**config.mk**
```make
export PLATFORM = sky130hd
export DESIGN_NAME = vac_autocal
export DESIGN_NICKNAME = d
export VERILOG_FILES = /design/src/inc/vac_pkg.sv /design/src/rtl/vac_fsm_clk_div.sv /design/src/rtl/vac_vco_serial_port.sv /design/src/rtl/vac_autocal.sv
export SDC_FILE = /design/constraint.sdc
export NUM_CORES = 1
export LEC_CHECK = 0
export BUFFER_PORTS_ARGS = -buffer_cell sky130_fd_sc_hd__buf_2
export CORE_ASPECT_RATIO = 1.25
export CORE_UTILIZATION = 55
export DETAILED_ROUTE_END_ITERATION = 10
export HOLD_SLACK_MARGIN = 0.06
export PLACE_DENSITY_LB_ADDON = 0.15
export SLEW_MARGIN = 30
export SYNTH_ARGS = -nofsm -noshare
export SYNTH_HDL_FRONTEND = slang
export SYNTH_SLANG_ARGS = --single-unit
```
**constraint.sdc**
```tcl
create_clock -name sys_clk -period 5.28 [get_ports sys_clk]
set_clock_uncertainty 0.15 [all_clocks]
set_input_delay 0.264 -clock sys_clk [delete_from_list [all_inputs] [get_ports sys_clk]]
set_output_delay 0.264 -clock sys_clk [all_outputs]
set_load 0.01 [all_outputs]
```
**src/inc/vac_pkg.sv**
```systemverilog
/*
 * constants shared by the vco autocalibration block: register offsets,
 * field positions, reset values and timing figures.
 * assumes a plain register port with byte-wide offsets and a 20 MHz sys_clk.
 */
package vac_pkg;
    // ----------------------------------------------------------------
    // register offsets
    // ----------------------------------------------------------------
    localparam logic [4:0] OFS_INT = 5'h03;
    localparam logic [4:0] OFS_FRAC = 5'h04;
    localparam logic [4:0] OFS_VCO = 5'h05;
    localparam logic [4:0] OFS_CAL_CFG = 5'h0A;
    localparam logic [4:0] OFS_SW_READ = 5'h10;
    localparam logic [4:0] OFS_STATUS = 5'h11;

    // ----------------------------------------------------------------
    // field layout of the calibration configuration and vco registers, and word widths
    // ----------------------------------------------------------------
    localparam int NSEL_LSB = 0;
    localparam int KSEL_LSB = 6;
    localparam int CAL_DIS_BIT = 11;
    localparam int MSEL_LSB = 13;
    localparam int SW_LSB = 7;
    localparam int INT_W = 19;
    localparam int FRAC_W = 24;
    localparam int CNT_W = 28;

    // ----------------------------------------------------------------
    // reset values and figures
    // ----------------------------------------------------------------
    localparam logic [23:0] CAL_CFG_RST = 24'h00_2045;
    localparam logic [23:0] INT_RST = 24'h00_0014;
    localparam logic [23:0] VCO_RST = 24'h00_0000;
    localparam logic [7:0] SW_FIRST_TRIAL = 8'h80;
    localparam int WAIT_UNIT = 128;
    localparam int SEARCH_STEPS = 8;
    localparam logic [4:0] CAL_XFER_CLKS = 5'd20;
    localparam logic [4:0] MAN_XFER_CLKS = 5'd16;
    localparam int SYS_CLK_HZ = 20_000_000;
    localparam int FSM_CLK_MAX_HZ = 50_000_000;

    typedef enum logic [2:0] {
        VAC_IDLE = 3'b000,
        VAC_PRESET = 3'b001,
        VAC_WAIT = 3'b010,
        VAC_SYNC = 3'b011,
        VAC_MEAS = 3'b100,
        VAC_SEND = 3'b101,
        VAC_DONE = 3'b110
    } vac_state_e;
endpackage

```
**src/rtl/vac_fsm_clk_div.sv**
```systemverilog
/*
 * divider that turns sys_clk into the one-cycle fsm clock enable.
 * assumes sys_clk is the reference and mSel is stable between calibrations.
 */
module vac_fsm_clk_div (
    input wire logic sys_clk,
    input wire logic resetn,
    input wire logic [1:0] mSel,
    output logic fsmTick
);
    logic [4:0] divCnt_q;
    logic [4:0] divMask;
    logic fsmTick_q;

    // ----------------------------------------------------------------
    // period is the reference period times 2^m, m = 0, 2, 4 or 5
    // ----------------------------------------------------------------
    assign divMask = (mSel == 2'd0) ? 5'h00 : (mSel == 2'd1) ? 5'h03 :
                     (mSel == 2'd2) ? 5'h0F : 5'h1F;

    always_ff @(posedge sys_clk or negedge resetn) begin
        if (!resetn) begin
            divCnt_q <= 5'h00;
            fsmTick_q <= 1'b0;
        end else begin
            divCnt_q <= ((divCnt_q & divMask) == divMask) ? 5'h00 : divCnt_q + 5'h01;
            fsmTick_q <= ((divCnt_q & divMask) == divMask);
        end
    end

    assign fsmTick = fsmTick_q;
endmodule

```
**src/rtl/vac_vco_serial_port.sv**
```systemverilog
/*
 * vco_serial_port transmitter: shifts a word msb first, one bit per fsm tick.
 * assumes start is only raised while busy is low.
 */
module vac_vco_serial_port (
    input wire logic sys_clk,
    input wire logic resetn,
    input wire logic fsmTick,
    input wire logic start,
    input wire logic [19:0] word,
    input wire logic [4:0] numClk,
    output logic busy,
    output logic vcoSerialClock,
    output logic vcoSerialData,
    output logic vcoSerialLatch
);
    logic [19:0] shift_q;
    logic [4:0] left_q;
    logic busy_q;
    logic clk_q;
    logic dat_q;
    logic latch_q;

    // shares the fsm enable with the calibration controller
    always_ff @(posedge sys_clk or negedge resetn) begin
        if (!resetn) begin
            shift_q <= 20'h0_0000;
            left_q <= 5'd0;
            busy_q <= 1'b0;
            clk_q <= 1'b0;
            dat_q <= 1'b0;
            latch_q <= 1'b0;
        end else begin
            clk_q <= 1'b0;
            latch_q <= 1'b0;
            if (start) begin
                shift_q <= word;
                left_q <= numClk;
                busy_q <= 1'b1;
            end else if (busy_q && fsmTick) begin
                if (left_q == 5'd0) begin
                    busy_q <= 1'b0;
                    latch_q <= 1'b1;
                end else begin
                    dat_q <= shift_q[19];
                    shift_q <= {shift_q[18:0], 1'b0};
                    clk_q <= 1'b1;
                    left_q <= left_q - 5'd1;
                end
            end
        end
    end

    assign busy = busy_q;
    assign vcoSerialClock = clk_q;
    assign vcoSerialData = dat_q;
    assign vcoSerialLatch = latch_q;
endmodule

```
**src/rtl/vac_autocal.sv**
```systemverilog
/*
 * vco autocalibration controller with its register port, binary switch
 * search, deferred frequency load and manual vco register forwarding.
 * assumes pdTick (one per phase detector cycle) and vcoTick (one per
 * counted vco cycle) are synchronous one-cycle pulses on sys_clk.
 */
// Overview of operation
// - fsm and vco serial port run from the reference, at most 50 MHz.
// - fsm period is the reference period times 2^m, m in 0,2,4,5.
// - expected count is floor of divide ratio times 2^n.
// - measurement code 0..7 maps to n of 0,1,2,3,5,6,7,8.
// - each measurement is preceded by a wait of k*128 fsm cycles.
// - wait, measure and 20-clock transfer repeat eight times: core then bands.
// - with calibration on, a fractional write starts it; load follows completion.
// - with calibration off, a fractional write loads the modulator at once.
// - the chosen eight-bit switch word is readable after every calibration.
// - manual switch and integer writes with calibration off act immediately.
// - with calibration off, vco register writes go out in 16 serial clocks.
// - the vco serial port uses the same fsm clock enable.
// - integer part comes from the integer register, fraction from fractional.
// - calibration bit is set during the search and cleared afterwards.
// - each measurement counts vco cycles over 2^n phase detector periods.
// - divide ratio is integer plus fraction over 2^24.
// - rewriting an unchanged frequency reruns calibration.
module vac_autocal #(
    parameter int INT_BITS = 19,
    parameter int FRAC_BITS = 24
) (
    input wire logic sys_clk,
    input wire logic resetn,
    input wire logic [4:0] regAddr,
    input wire logic [23:0] regWdata,
    input wire logic regWr,
    input wire logic regRd,
    output logic [23:0] regRdata,
    input wire logic pdTick,
    input wire logic vcoTick,
    output logic [INT_BITS-1:0] intLoad,
    output logic [FRAC_BITS-1:0] fracLoad,
    output logic freqLoadStrobe,
    output logic vcoCalBit,
    output logic calBusy,
    output logic [7:0] vcoSwitch,
    output logic vcoSerialClock,
    output logic vcoSerialData,
    output logic vcoSerialLatch
);

    // ----------------------------------------------------------------
    // helpers
    // ----------------------------------------------------------------
    function automatic logic [3:0] nFromCode(input logic [2:0] code);
        nFromCode = (code < 3'd4) ? {1'b0, code} : {1'b0, code} + 4'd1;
    endfunction

    function automatic logic [27:0] expectedCount(input logic [18:0] nInt,
                                                  input logic [23:0] nFrac,
                                                  input logic [3:0] n);
        logic [50:0] ratio;
        ratio = {8'h00, nInt, nFrac} << n;
        expectedCount = {1'b0, ratio[50:24]};
    endfunction

    // ----------------------------------------------------------------
    // registers
    // ----------------------------------------------------------------
    logic [23:0] calCfg_q;
    logic [18:0] intReg_q;
    logic [23:0] fracReg_q;
    logic [15:0] vcoReg_q;
    logic [7:0] swRead_q;
    logic [23:0] rdata_q;
    logic [18:0] intLoad_q;
    logic [23:0] fracLoad_q;
    logic load_q;
    logic calBit_q;
    logic [7:0] swTrial_q;
    logic [7:0] swTrial_d;
    logic [2:0] step_q;
    logic [8:0] waitCnt_q;
    logic [8:0] pdCnt_q;
    logic [27:0] vcoCnt_q;
    logic [27:0] expect_q;
    vac_pkg::vac_state_e state_q;
    vac_pkg::vac_state_e state_d;

    // ----------------------------------------------------------------
    // decode
    // ----------------------------------------------------------------
    logic wrInt;
    logic wrFrac;
    logic wrVco;
    logic wrCfg;
    logic calDisabled;
    logic [3:0] nExp;
    logic [8:0] waitLen;
    logic [8:0] pdLen;
    logic fsmTick;
    logic serBusy;
    logic serStart;
    logic [19:0] serWord;
    logic [4:0] serLen;
    logic manualSend;
    logic calSend;
    logic keepBit;
    logic [7:0] stepBit;

    assign wrInt = regWr && (regAddr == vac_pkg::OFS_INT);
    assign wrFrac = regWr && (regAddr == vac_pkg::OFS_FRAC);
    assign wrVco = regWr && (regAddr == vac_pkg::OFS_VCO);
    assign wrCfg = regWr && (regAddr == vac_pkg::OFS_CAL_CFG);
    assign calDisabled = calCfg_q[vac_pkg::CAL_DIS_BIT];
    assign nExp = nFromCode(calCfg_q[vac_pkg::NSEL_LSB +: 3]);
    assign waitLen = {calCfg_q[vac_pkg::KSEL_LSB +: 2], 7'h00};
    assign pdLen = 9'h001 << nExp;
    assign stepBit = 8'h80 >> step_q;
    assign keepBit = (vcoCnt_q < expect_q);

    // ----------------------------------------------------------------
    // fsm clock enable and serial transmitter
    // ----------------------------------------------------------------
    vac_fsm_clk_div u_div (
        .sys_clk(sys_clk),
        .resetn(resetn),
        .mSel(calCfg_q[vac_pkg::MSEL_LSB +: 2]),
        .fsmTick(fsmTick)
    );

    assign manualSend = wrVco && calDisabled && !serBusy;
    assign calSend = (state_q == vac_pkg::VAC_PRESET || state_q == vac_pkg::VAC_SEND) &&
                     !serBusy && !manualSend;
    assign serStart = manualSend || calSend;
    // cal transfers patch the switch field and send 0 in place of stored bit 15; address and id stay as stored
    assign serWord = manualSend ? {regWdata[15:0], 4'h0} :
                     {1'b0, swTrial_q, vcoReg_q[vac_pkg::SW_LSB-1:0], 4'h0};
    assign serLen = manualSend ? vac_pkg::MAN_XFER_CLKS : vac_pkg::CAL_XFER_CLKS;

    vac_vco_serial_port u_ser (
        .sys_clk(sys_clk),
        .resetn(resetn),
        .fsmTick(fsmTick),
        .start(serStart),
        .word(serWord),
        .numClk(serLen),
        .busy(serBusy),
        .vcoSerialClock(vcoSerialClock),
        .vcoSerialData(vcoSerialData),
        .vcoSerialLatch(vcoSerialLatch)
    );

    // ----------------------------------------------------------------
    // search state machine
    // ----------------------------------------------------------------
    always_comb begin
        state_d = state_q;
        swTrial_d = swTrial_q;
        unique case (state_q)
            vac_pkg::VAC_IDLE: begin
            end
            vac_pkg::VAC_PRESET: begin
                if (calSend) begin
                    state_d = vac_pkg::VAC_WAIT;
                end
            end
            vac_pkg::VAC_WAIT: begin
                if (!serBusy && (waitCnt_q >= waitLen)) begin
                    state_d = vac_pkg::VAC_SYNC;
                end
            end
            vac_pkg::VAC_SYNC: begin
                if (pdTick) begin
                    state_d = vac_pkg::VAC_MEAS;
                end
            end
            vac_pkg::VAC_MEAS: begin
                if (pdTick && (pdCnt_q + 9'd1 >= pdLen)) begin
                    state_d = vac_pkg::VAC_SEND;
                    swTrial_d = keepBit ? swTrial_q : (swTrial_q & ~stepBit);
                    if (step_q != 3'd7) begin
                        swTrial_d = swTrial_d | (stepBit >> 1);
                    end
                end
            end
            vac_pkg::VAC_SEND: begin
                if (calSend) begin
                    state_d = (step_q == 3'd7) ? vac_pkg::VAC_DONE : vac_pkg::VAC_WAIT;
                end
            end
            vac_pkg::VAC_DONE: begin
                if (!serBusy) begin
                    state_d = vac_pkg::VAC_IDLE;
                end
            end
            default: begin
                state_d = vac_pkg::VAC_IDLE;
            end
        endcase
        if (wrFrac && !calDisabled) begin
            state_d = vac_pkg::VAC_PRESET;
            swTrial_d = vac_pkg::SW_FIRST_TRIAL;
        end
    end

    always_ff @(posedge sys_clk or negedge resetn) begin
        if (!resetn) begin
            state_q <= vac_pkg::VAC_IDLE;
            swTrial_q <= 8'h00;
        end else begin
            state_q <= state_d;
            swTrial_q <= swTrial_d;
        end
    end

    // step counter, wait and measurement counters
    always_ff @(posedge sys_clk or negedge resetn) begin
        if (!resetn) begin
            step_q <= 3'd0;
            waitCnt_q <= 9'd0;
            pdCnt_q <= 9'd0;
            vcoCnt_q <= 28'd0;
            expect_q <= 28'd0;
        end else begin
            if (state_d == vac_pkg::VAC_PRESET) begin
                step_q <= 3'd0;
            end else if (state_q == vac_pkg::VAC_SEND && calSend) begin
                step_q <= step_q + 3'd1;
            end
            if (state_q != vac_pkg::VAC_WAIT) begin
                waitCnt_q <= 9'd0;
            end else if (fsmTick && !serBusy) begin
                waitCnt_q <= waitCnt_q + 9'd1;
            end
            if (state_q == vac_pkg::VAC_SYNC) begin
                pdCnt_q <= 9'd0;
                vcoCnt_q <= 28'd0;
                expect_q <= expectedCount(intReg_q, fracReg_q, nExp);
            end else if (state_q == vac_pkg::VAC_MEAS) begin
                pdCnt_q <= pdTick ? pdCnt_q + 9'd1 : pdCnt_q;
                vcoCnt_q <= vcoTick ? vcoCnt_q + 28'd1 : vcoCnt_q;
            end
        end
    end

    // ----------------------------------------------------------------
    // register file, deferred load and readback
    // ----------------------------------------------------------------
    always_ff @(posedge sys_clk or negedge resetn) begin
        if (!resetn) begin
            calCfg_q <= vac_pkg::CAL_CFG_RST;
            intReg_q <= vac_pkg::INT_RST[18:0];
            fracReg_q <= 24'h00_0000;
            vcoReg_q <= vac_pkg::VCO_RST[15:0];
        end else begin
            if (wrCfg) begin
                calCfg_q <= regWdata;
            end
            if (wrInt) begin
                intReg_q <= regWdata[18:0];
            end
            if (wrFrac) begin
                fracReg_q <= regWdata;
            end
            if (wrVco) begin
                vcoReg_q <= regWdata[15:0];
            end
        end
    end

    always_ff @(posedge sys_clk or negedge resetn) begin
        if (!resetn) begin
            intLoad_q <= vac_pkg::INT_RST[18:0];
            fracLoad_q <= 24'h00_0000;
            load_q <= 1'b0;
            calBit_q <= 1'b0;
            swRead_q <= 8'h00;
        end else begin
            load_q <= 1'b0;
            if (calDisabled && wrInt) begin
                intLoad_q <= regWdata[18:0];
                load_q <= 1'b1;
            end
            if (calDisabled && wrFrac) begin
                fracLoad_q <= regWdata;
                load_q <= 1'b1;
            end
            if (state_q == vac_pkg::VAC_DONE && state_d == vac_pkg::VAC_IDLE) begin
                intLoad_q <= intReg_q;
                fracLoad_q <= fracReg_q;
                load_q <= 1'b1;
                swRead_q <= swTrial_q;
            end else if (manualSend) begin
                swRead_q <= regWdata[vac_pkg::SW_LSB +: 8];
            end
            calBit_q <= (state_d != vac_pkg::VAC_IDLE);
        end
    end

    always_ff @(posedge sys_clk or negedge resetn) begin
        if (!resetn) begin
            rdata_q <= 24'h00_0000;
        end else if (regRd) begin
            unique case (regAddr)
                vac_pkg::OFS_INT: rdata_q <= {5'h00, intReg_q};
                vac_pkg::OFS_FRAC: rdata_q <= fracReg_q;
                vac_pkg::OFS_VCO: rdata_q <= {8'h00, vcoReg_q};
                vac_pkg::OFS_CAL_CFG: rdata_q <= calCfg_q;
                vac_pkg::OFS_SW_READ: rdata_q <= {16'h0000, swRead_q};
                vac_pkg::OFS_STATUS: rdata_q <= {20'h0_0000, state_q != vac_pkg::VAC_IDLE,
                                                  state_q};
                default: rdata_q <= 24'h00_0000;
            endcase
        end else begin
            rdata_q <= 24'h00_0000;
        end
    end

    assign regRdata = rdata_q;
    assign intLoad = intLoad_q;
    assign fracLoad = fracLoad_q;
    assign freqLoadStrobe = load_q;
    assign vcoCalBit = calBit_q;
    assign calBusy = calBit_q;
    assign vcoSwitch = swRead_q;
endmodule

```
==> qor.csv, run 1 <==
metric,value,unit
Post-synth ARST share,100.0,%
Starting Density,56.48,%
Worst EP arrival,4.47,ns
number of global-route vias before repair,11940,
largest net degree at the start of global routing,133,
input/output buffers,115,
Worst-Margin Slew,0.8998,ns
# H-tree levels,1,
PD cells,433.4,mW/mm²
worst vdd ir,0.3541,mV
Rows,66,
syn nets,1551,
initial antenna violation count,1,
Post-Synthesis Cells,1465,
Max Root-Sink Buffers,3,
total power,7.302,mW
Final Cell Area,0.01685,mm²
Core Region,0.02626,mm²
P_int,4.761,mW
type of the worst setup path,flip-flop to flip-flop,
switching power,2.541,mW
reg2reg end,step_q[1],
# nets final,1659,
total track usage,30.50,%
clock sinks,278,
Slew Limit Headroom,39.84,%
layout cell share with drive strength beyond 1,19.55,%
Main synth FF type,dfrtp_1,
number of synthesized register bits,278,
"Req. time, crit path",5.59,ns
final RePlAce weighted congestion,0.9387,
Unique masters post-synth,90,
total die area,0.02763,mm²
clock power share,29.4,%
Hold WC Path Type,input port to asynchronous set/reset pin,
Seq pwr share,41.4,%
GR Overflow Total,0,
"Cell Area, Synth",0.01483,mm²
status,finished clean,
DR pass1 iterations,5,
I/O pins,116,
endpoints failing setup,0,
Fill cells,2179,
vias,11850,
first-pass GRT wire length,65570,µm
switching share of power,34.80,%
leakage power,8.200,nW
setup TNS,0,ns
max-cap violation count,0,
Routed WL per cell,21.33,µm
Critical Path End Type,flip-flop,
TritonCTS clock tree,yes,
Post-DP Area,0.01556,mm²
sequential share of the synthesized area,46.97,%
RSZ-0062 raised after global routing,false,
Final Cycle Share,78.90,%
Die Wd,148.9,µm
DR DRC count,0,
ant diodes,0,
Area Overhead vs Synth,13.58,%
Mean Syn Cell Area,10.12,µm²
Post-synth EDFFs,0,
RR Startpoint,calCfg_q[0],
Final min period,4.166,ns
clock-pin slew on the worst setup and hold paths,0.07,ns
CTS Buf Count,29,
final hold viol count,0,
maximum fanout along the worst path,23,
Ys Warns,0,
R2R Setup Slk,1.11,ns
reg2reg path depth,11,
setup bufs post-CTS,0,
worst skew pair latency,0.56,ns
WL final,41290,µm
die height,185.6,µm
dpl hpwl,28620,µm
DRT iter0 DRCs,1005,
clk root buf,clkbuf_16,
Antenna Nets Post-Route,0,
max-slew violations,0,
vias per cell,6.121,
Gate power share,29.2,%
startpoint type of the worst setup path,flip-flop,
f_max,0.2400,GHz
how the worst max path moves through the flow:
stage	cells after the start	endpoint	slack [ns]	startpoint
2_1_floorplan	14	step_q[1]	1.91	calCfg_q[0]
3_3_place_gp	11	step_q[1]	1.36	calCfg_q[0]
3_5_place_dp	11	step_q[1]	1.21	calCfg_q[0]
4_1_cts	11	step_q[1]	1.19	calCfg_q[0]
5_1_grt	11	step_q[1]	0.91	calCfg_q[0]
6_report	11	step_q[1]	1.11	calCfg_q[0]
final cells by class:
| type | count | area, µm² | share of cell area, % |
|---|---|---|---|
| inverter | 46 | 172.7 | 1.025 |
| timing repair buffer | 162 | 1021 | 6.061 |
| clock buffer | 42 | 854.6 | 5.073 |
| clock inverter | 12 | 146.4 | 0.8690 |
| tap | 340 | 425.4 | 2.525 |
| sequential | 278 | 6967 | 41.35 |
| multi-input combinational | 1056 | 7259 | 43.09 |
cells in the mapped netlist (all sizes together), types with 33 or more instances:
cell type / n / share of area, %
clkbuf: 37 / 0.94
dfrtp: 270 / 46
ha: 51 / 4.3
nand2: 205 / 5.3
xor2: 33 / 2.1
buf: 48 / 2.2
nor2: 153 / 3.9
a22oi: 49 / 2.5
a21oi: 98 / 3.8
mux2: 74 / 5.6
mux2i: 76 / 5.1
o21ai: 62 / 2.1
inv: 46 / 1.2
kinds of logic (layout without fill, tap and decap cells):
group                    after synthesis  after routing  synth area share [%]
AO/OA/AOI/OAI                        334            334                 15.77
adder cells (fa/ha/maj)               51             51                 4.302
flip-flops                           278            278                 46.97
XOR/XNOR                              44             44                 2.725
AND/OR/NAND/NOR                      472            472                 14.34
multiplexers                         155            155                 11.61
buffers and inverters                131            262                 4.285
cell usage in the layout, fill, tap and decap left out, types with 29 or more instances in the layout:
master,n
clkbuf_16,29
buf_2,114
dfrtp_1,270
mux2i_1,76
o21ai_0,59
ha_1,51
nand3_1,29
xor2_1,32
a22oi_1,47
nor2_1,152
a21oi_1,80
nand2_1,203
inv_1,45
mux2_2,72
repair_timing:
item | in CTS | in global routing
resized for setup | 0 | 0
hold buffers | 28 | 0
hold endpoints to repair | 246 | 0
layer usage:
metal,global-route usage [%],share of wire (%),vias to the layer above,wire [µm]
met4,11.22,3.0,0,1246
met3,3.946,4.9,73,2012
li1,-,-,5463,-
met5,0,0,-,0
met2,52.07,50,359,20570
met1,39.54,42,5956,17460
flip-flops by register name, indices dropped and copies added (netlist names), 5 cells and up:
signal,cells
fracLoad,24
u_ser.shift_q,16
expect_q,27
vcoSwitch,8
calCfg_q,24
fracReg_q,24
waitCnt_q,9
pdCnt_q,9
intLoad,19
regRdata,24
u_ser.left_q,5
u_div.divCnt_q,5
intReg_q,19
vcoCnt_q,28
vcoReg_q,16
swTrial_q,8
through the flow:
step           utilization [%]  hold slack (ns)  cells  setup WS, ns
5_1_grt                  64.15           0.2110   1936        0.9076
6_report                 64.15           0.1556   1936         1.114
4_1_cts                  64.15           0.1831   1936         1.185
3_5_place_dp             59.27           0.1672   1854         1.209
2_1_floorplan                -          -0.1816   1465         1.914
3_3_place_gp             59.27           0.1565   1854         1.355
critical path, cell delays in order, from the launching register on:
cell and delay [ns]:
dfstp_2 0.64, ha_1 0.31, mux2_2 0.49, nor2_1 0.57, nand2_1 0.13, ha_1 0.31, o21ai_0 0.20, o211ai_1 0.14
a22oi_2 0.52, o311ai_2 0.22, and2_1 0.21, a211oi_1 0.16
power by group through the flow:
stage	sequential, mW	combinational (mW)	clock (mW)
detailed placement	3.04	2.11	0
floorplan	2.93	1.53	0
global placement	3.03	2.06	0
finish	3.02	2.13	2.15
global route	3.08	2.37	2.26
CTS	3.01	2.13	2.17
Note: power is estimated with default switching activity, not from simulation.
==> run 2: changes to the inputs <==
==> constraint.sdc (replaced) <==
create_clock -name sys_clk -period 4 [get_ports sys_clk]
set_clock_uncertainty 0.15 [all_clocks]
set_input_delay 0.2 -clock sys_clk [delete_from_list [all_inputs] [get_ports sys_clk]]
set_output_delay 0.2 -clock sys_clk [all_outputs]
set_load 0.01 [all_outputs]
==> qor.csv, run 2 (same netlist as run 1, synthesis figures left out) <==
metric,value,unit,change
input/output buffers,115,,unchanged
clock sinks,278,,unchanged
maximum fanout along the worst path,23,,unchanged
DR DRC count,0,,unchanged
# H-tree levels,1,,unchanged
Worst EP arrival,4.01,ns,-0.46 ns
switching share of power,34.88,%,+0.082 points
type of the worst setup path,flip-flop to flip-flop,,
Biggest register,vcoCnt_q,,
Max Root-Sink Buffers,3,,unchanged
# nets final,1671,,+0.72%
clock power share,28.7,%,-0.7 points
worst vdd ir,0.4037,mV,+14%
f_max,0.2694,GHz,+12%
startpoint type of the worst setup path,flip-flop,,
Hold WC Path Type,input port to flip-flop,,
critical path's slowest cell,dfstp_2,,
PD cells,568.1,mW/mm²,+31%
switching power,3.363,mW,+32%
Worst-Margin Slew,0.9110,ns,+0.01121 ns
Seq pwr share,40.8,%,-0.6 points
Critical Path End Type,flip-flop,,
max-cap violation count,0,,unchanged
Starting Density,56.48,%,unchanged
most frequent cells in the layout,"270 x dfrtp_1, 202 x nand2_1, 152 x nor2_1, 114 x buf_2, 80 x a21oi_1",,
die height,185.6,µm,unchanged
CTS Buf Count,28,,-3.4%
Antenna Nets Post-Route,0,,unchanged
setup TNS,0,ns,unchanged
total track usage,30.03,%,-0.47 points
CP Buf/Inv Count,2,,+2
clk root buf,clkbuf_16,,
Final Cycle Share,92.80,%,+14 points
CP peak stage delay,0.65,ns,about the same
Crit path max-delay family,compound AO/OA/AOI/OAI gates,,
vias per cell,6.125,,about the same
first-pass GRT wire length,64670,µm,-1.4%
largest net degree at the start of global routing,123,,-7.5%
Largest register FFs,28,,unchanged
Routed WL per cell,21.05,µm,-1.3%
max-slew violations,0,,unchanged
WL final,40990,µm,-0.72%
Gate power share,30.5,%,+1.3 points
Final Cell Area,0.01697,mm²,+0.76%
Core Region,0.02626,mm²,unchanged
Final min period,3.712,ns,-0.4540 ns
P_int,6.280,mW,+32%
"Req. time, crit path",4.30,ns,-1.29 ns
Slew Limit Headroom,39.04,%,-0.80 points
final RePlAce weighted congestion,0.9363,,-0.26%
Fill cells,2129,,-2.3%
biggest regs,"vcoCnt_q (28), expect_q (27)",,
total die area,0.02763,mm²,unchanged
ant diodes,0,,unchanged
DRT iter0 DRCs,838,,-17%
TritonCTS clock tree,yes,,
layout cell share with drive strength beyond 1,19.91,%,+0.36 points
clock-pin slew on the worst setup and hold paths,0.07,ns,about the same
Rows,66,,unchanged
Area Overhead vs Synth,14.44,%,
worst path cell trace,ha_1 > mux2_2 > nor2_1 > nand3_1 > ha_1 > nand2_1 > a2111oi_2 > a22oi_2 > buf_4 > buf_4 > nor3_2 > a21oi_1 > a311oi_1,,
I/O pins,116,,unchanged
Post-DP Area,0.01566,mm²,+0.58%
GR Overflow Total,0,,unchanged
number of global-route vias before repair,11700,,-2.0%
vias,11930,,+0.63%
leakage power,8.262,nW,+0.76%
status,finished clean,,
Die Wd,148.9,µm,unchanged
initial antenna violation count,0,,-1
worst skew pair latency,0.56,ns,about the same
DR pass1 iterations,6,,+1
dpl hpwl,28690,µm,+0.23%
endpoints failing setup,0,,unchanged
RSZ-0062 raised after global routing,false,,
final hold viol count,0,,unchanged
"commonest non-fill, non-tap cell in the layout",dfrtp_1,,
Final Util,64.64,%,+0.49 points
run 2: changes by cell type in the layout (fill, tap and decap cells not counted), sizes merged:
cell         change
buf             +12
bufinv           +1
clkbuf           -2
dlygate4sd3      +1
inv              -1
run 2: routing by layer:
| metal | GRT usage, % | wire [µm] |
|---|---|---|
| met1 | 38.99 | 17120 |
| met2 | 50.07 | 19730 |
| met3 | 3.946 | 2312 |
| met4 | 13.43 | 1824 |
| met5 | 0 | 0 |
run 2: metrics by stage:
step                total power [mW]  hold WS (ns)  setup WS, ns  cells
floorplan                      5.880       -0.2456        0.6344   1465
global placement               6.765        0.2303        0.3788   1861
detailed placement             6.835        0.2302        0.2914   1861
CTS                            9.643        0.1334        0.2537   1941
global route                   10.16        0.1963       0.04723   1947
finish                         9.643        0.1503        0.2881   1947
run 2: cell type report:
type,count,area (µm²),area share (%)
clock inverter,12,182.7,1.076
tap,340,425.4,2.506
clock buffer,40,785.8,4.629
inverter,46,172.7,1.017
sequential,278,6967,41.04
timing repair buffer,175,1179,6.944
multi-input combinational,1056,7262,42.78
run 2: tightest hold or removal path, stage by stage:
cell	delay [ns]
buf_2	0.17
mux2i_1	0.16
nor2_1	0.07
a21oi_1	0.10
a21boi_0	0.10
run 2: final timing paths:
| kind | cells after the start | endpoint | from | slack [ns] |
|---|---|---|---|---|
| min in group asynchronous | 3 | waitCnt_q[4] | resetn | 0.53 |
| worst max register to register | 13 | swTrial_q[1] | calCfg_q[0] | 0.29 |
| worst max-delay path | 13 | swTrial_q[1] | calCfg_q[0] | 0.29 |
| worst min-delay path | 5 | regRdata[2] | regAddr[0] | 0.15 |
| worst min register to register | 2 | u_ser.vcoSerialData | u_ser.vcoSerialData | 0.32 |
| max in group asynchronous | 5 | intReg_q[2] | resetn | 2.11 |
run 2: repair_timing:
item | 4_1_cts | 5_1_grt
setup endpoints to repair | 0 | 1
hold buffers | 28 | 1
buffers inserted | 0 | 4
resized for setup | 0 | 0
endpoints found under the hold margin | 280 | 47
run 2: power by group through the flow:
| stage | Clock, mW | Combinational [mW] | Sequential [mW] |
|---|---|---|---|
| 6_report | 2.77 | 2.94 | 3.93 |
| 5_1_grt | 2.92 | 3.25 | 3.99 |
| 4_1_cts | 2.81 | 2.92 | 3.92 |
| 3_5_place_dp | 0 | 2.87 | 3.96 |
| 3_3_place_gp | 0 | 2.82 | 3.94 |
| 2_1_floorplan | 0 | 2.01 | 3.87 |
==> run 3: changes to the inputs <==
--- a/config.mk
+++ b/config.mk
@@ -7,7 +7,7 @@
 export LEC_CHECK = 0
 export BUFFER_PORTS_ARGS = -buffer_cell sky130_fd_sc_hd__buf_2
 export CORE_ASPECT_RATIO = 1.25
-export CORE_UTILIZATION = 55
+export CORE_UTILIZATION = 48
 export DETAILED_ROUTE_END_ITERATION = 10
 export HOLD_SLACK_MARGIN = 0.06
 export PLACE_DENSITY_LB_ADDON = 0.15
==> constraint.sdc (replaced) <==
create_clock -name sys_clk -period 4 [get_ports sys_clk]
set_clock_uncertainty 0.15 [all_clocks]
set_input_delay 0.2 -clock sys_clk [delete_from_list [all_inputs] [get_ports sys_clk]]
set_output_delay 0.2 -clock sys_clk [all_outputs]
set_load 0.1 [all_outputs]
==> qor.csv, run 3 (same netlist as run 1, synthesis figures left out) <==
metric,value,unit,change
clock-pin slew on the worst setup and hold paths,0.07,ns,about the same
Rows,71,,+7.6%
die height,198.5,µm,+7.0%
CTS Buf Count,29,,+3.6%
vias per cell,5.841,,-4.6%
DR pass1 iterations,9,,+3
# nets final,1671,,unchanged
largest net degree at the start of global routing,119,,-3.3%
Worst-Margin Slew,0.9153,ns,+0.004251 ns
hold path depth,4,,-1
first-pass GRT wire length,66920,µm,+3.5%
clk root buf,clkbuf_16,,
biggest regs,"vcoCnt_q (28), expect_q (27)",,
crit-path most repeated cell,ha_1,,
I/O pins,116,,unchanged
total track usage,26.96,%,-3.1 points
startpoint type of the worst setup path,flip-flop,,
max-cap violation count,0,,unchanged
Max Root-Sink Buffers,3,,unchanged
Routed WL per cell,20.87,µm,-0.88%
placed insts,1925,,+3.4%
TritonCTS clock tree,yes,,
max-slew violations,0,,unchanged
Final Cycle Share,90.68,%,-2.1 points
"Req. time, crit path",4.31,ns,about the same
Hold WS,0.1730,ns,+0.02271 ns
total power,10.66,mW,+11%
WL final,41880,µm,+2.2%
Biggest register,vcoCnt_q,,
ant diodes,0,,unchanged
Area Overhead vs Synth,14.27,%,
Worst EP arrival,3.94,ns,-0.07 ns
leakage power,8.228,nW,-0.41%
clock sinks,278,,unchanged
Worst Slack Setup Final,0.3729,ns,+0.08482 ns
type of the worst setup path,flip-flop to flip-flop,,
GR Overflow Total,0,,unchanged
worst skew pair latency,0.56,ns,about the same
Post-DP Area,0.01573,mm²,+0.47%
Final min period,3.627,ns,-0.08482 ns
Die Wd,159.2,µm,+6.9%
"commonest non-fill, non-tap cell in the layout",dfrtp_1,,
vias,11720,,-1.7%
Post-Layout Cell Count,2007,,+3.1%
Starting Density,49.11,%,-7.4 points
Antenna Nets Post-Route,0,,unchanged
Critical Path End Type,flip-flop,,
setup TNS,0,ns,unchanged
endpoints failing setup,0,,unchanged
initial antenna violation count,0,,unchanged
setup bufs post-CTS,0,,unchanged
total die area,0.03161,mm²,+14%
Place WS,0.3599,ns,+0.06841 ns
Largest register FFs,28,,unchanged
DR DRC count,0,,unchanged
# H-tree levels,1,,unchanged
input/output buffers,115,,unchanged
f_max,0.2757,GHz,+2.3%
Slew Limit Headroom,38.75,%,-0.30 points
number of global-route vias before repair,11830,,+1.1%
worst vdd ir,0.4644,mV,+15%
DRT iter0 DRCs,857,,+2.3%
Final Cell Area,0.01695,mm²,-0.15%
# resized after CTS,0,,unchanged
critical path's slowest cell,dfstp_2,,
layout cell share with drive strength beyond 1,19.86,%,-0.050 points
Core Region,0.03020,mm²,+15%
RSZ-0062 raised after global routing,false,,
Final Util,56.11,%,-8.5 points
PD cells,629.2,mW/mm²,+11%
reg2reg path depth,11,,-2
final RePlAce weighted congestion,0.9143,,-2.3%
final hold viol count,0,,unchanged
Hold WC Path Type,input port to flip-flop,,
maximum fanout along the worst path,23,,unchanged
status,finished clean,,
CP peak stage delay,0.64,ns,about the same
most frequent cells in the layout,"270 x dfrtp_1, 202 x nand2_1, 152 x nor2_1, 114 x buf_2, 80 x a21oi_1",,
dpl hpwl,29520,µm,+2.9%
worst path cell trace,ha_1 > mux2_2 > nor2_1 > nand2_1 > ha_1 > o21ai_0 > o211ai_1 > a22oi_2 > o311ai_2 > and2_1 > a211oi_1,,
hold_buf cts,28,,unchanged
==> run 3: cell types whose count changed in the layout (fill, tap and decap cells not counted), sizes merged <==
cell	delta
clkinv	+2
clkbuf	+1
buf	-1
clkinvlp	-1
bufinv	-3
inv	+1
==> run 3: report_power, final <==
part,total [mW],switching (mW),internal [mW]
sequential,3.96,0.544,3.42
clock,2.59,1.12,1.47
combinational,4.11,2.88,1.23
==> run 3: per-layer routing <==
layer	global-route usage (%)	vias to the layer above	routed length [µm]
met2	46.59	314	20630
li1	-	5489	-
met3	3.086	81	1899
met4	9.046	0	1227
met1	35.29	5839	18130
met5	0	-	0
==> run 3: area by class of cell <==
type                       count  area, µm²
fill                        2734      13260
clock inverter                11      88.84
multi-input combinational   1056       7262
tap                          401      501.7
timing repair buffer         174       1146
clock buffer                  41      810.8
sequential                   278       6967
inverter                      46      172.7
==> run 3: final timing paths <==
check                                         start             endpoint  slack (ns)
min in group asynchronous                    resetn            step_q[0]        0.50
worst max register to register          calCfg_q[0]            step_q[1]        0.37
max in group asynchronous                    resetn           intLoad[2]        2.04
worst min register to register  u_ser.vcoSerialData  u_ser.vcoSerialData        0.33
worst max-delay path                    calCfg_q[0]            step_q[1]        0.37
worst min-delay path                     regAddr[0]          regRdata[3]        0.17
==> run 3: critical path, delay by kind of cell, from the launching register on <==
| family | cells | cell delay (ns) |
|---|---|---|
| mux | 1 | 0.49 |
| fa+ha+maj | 2 | 0.59 |
| flops | 1 | 0.64 |
| compound gates | 5 | 1.18 |
| simple gates | 3 | 0.50 |
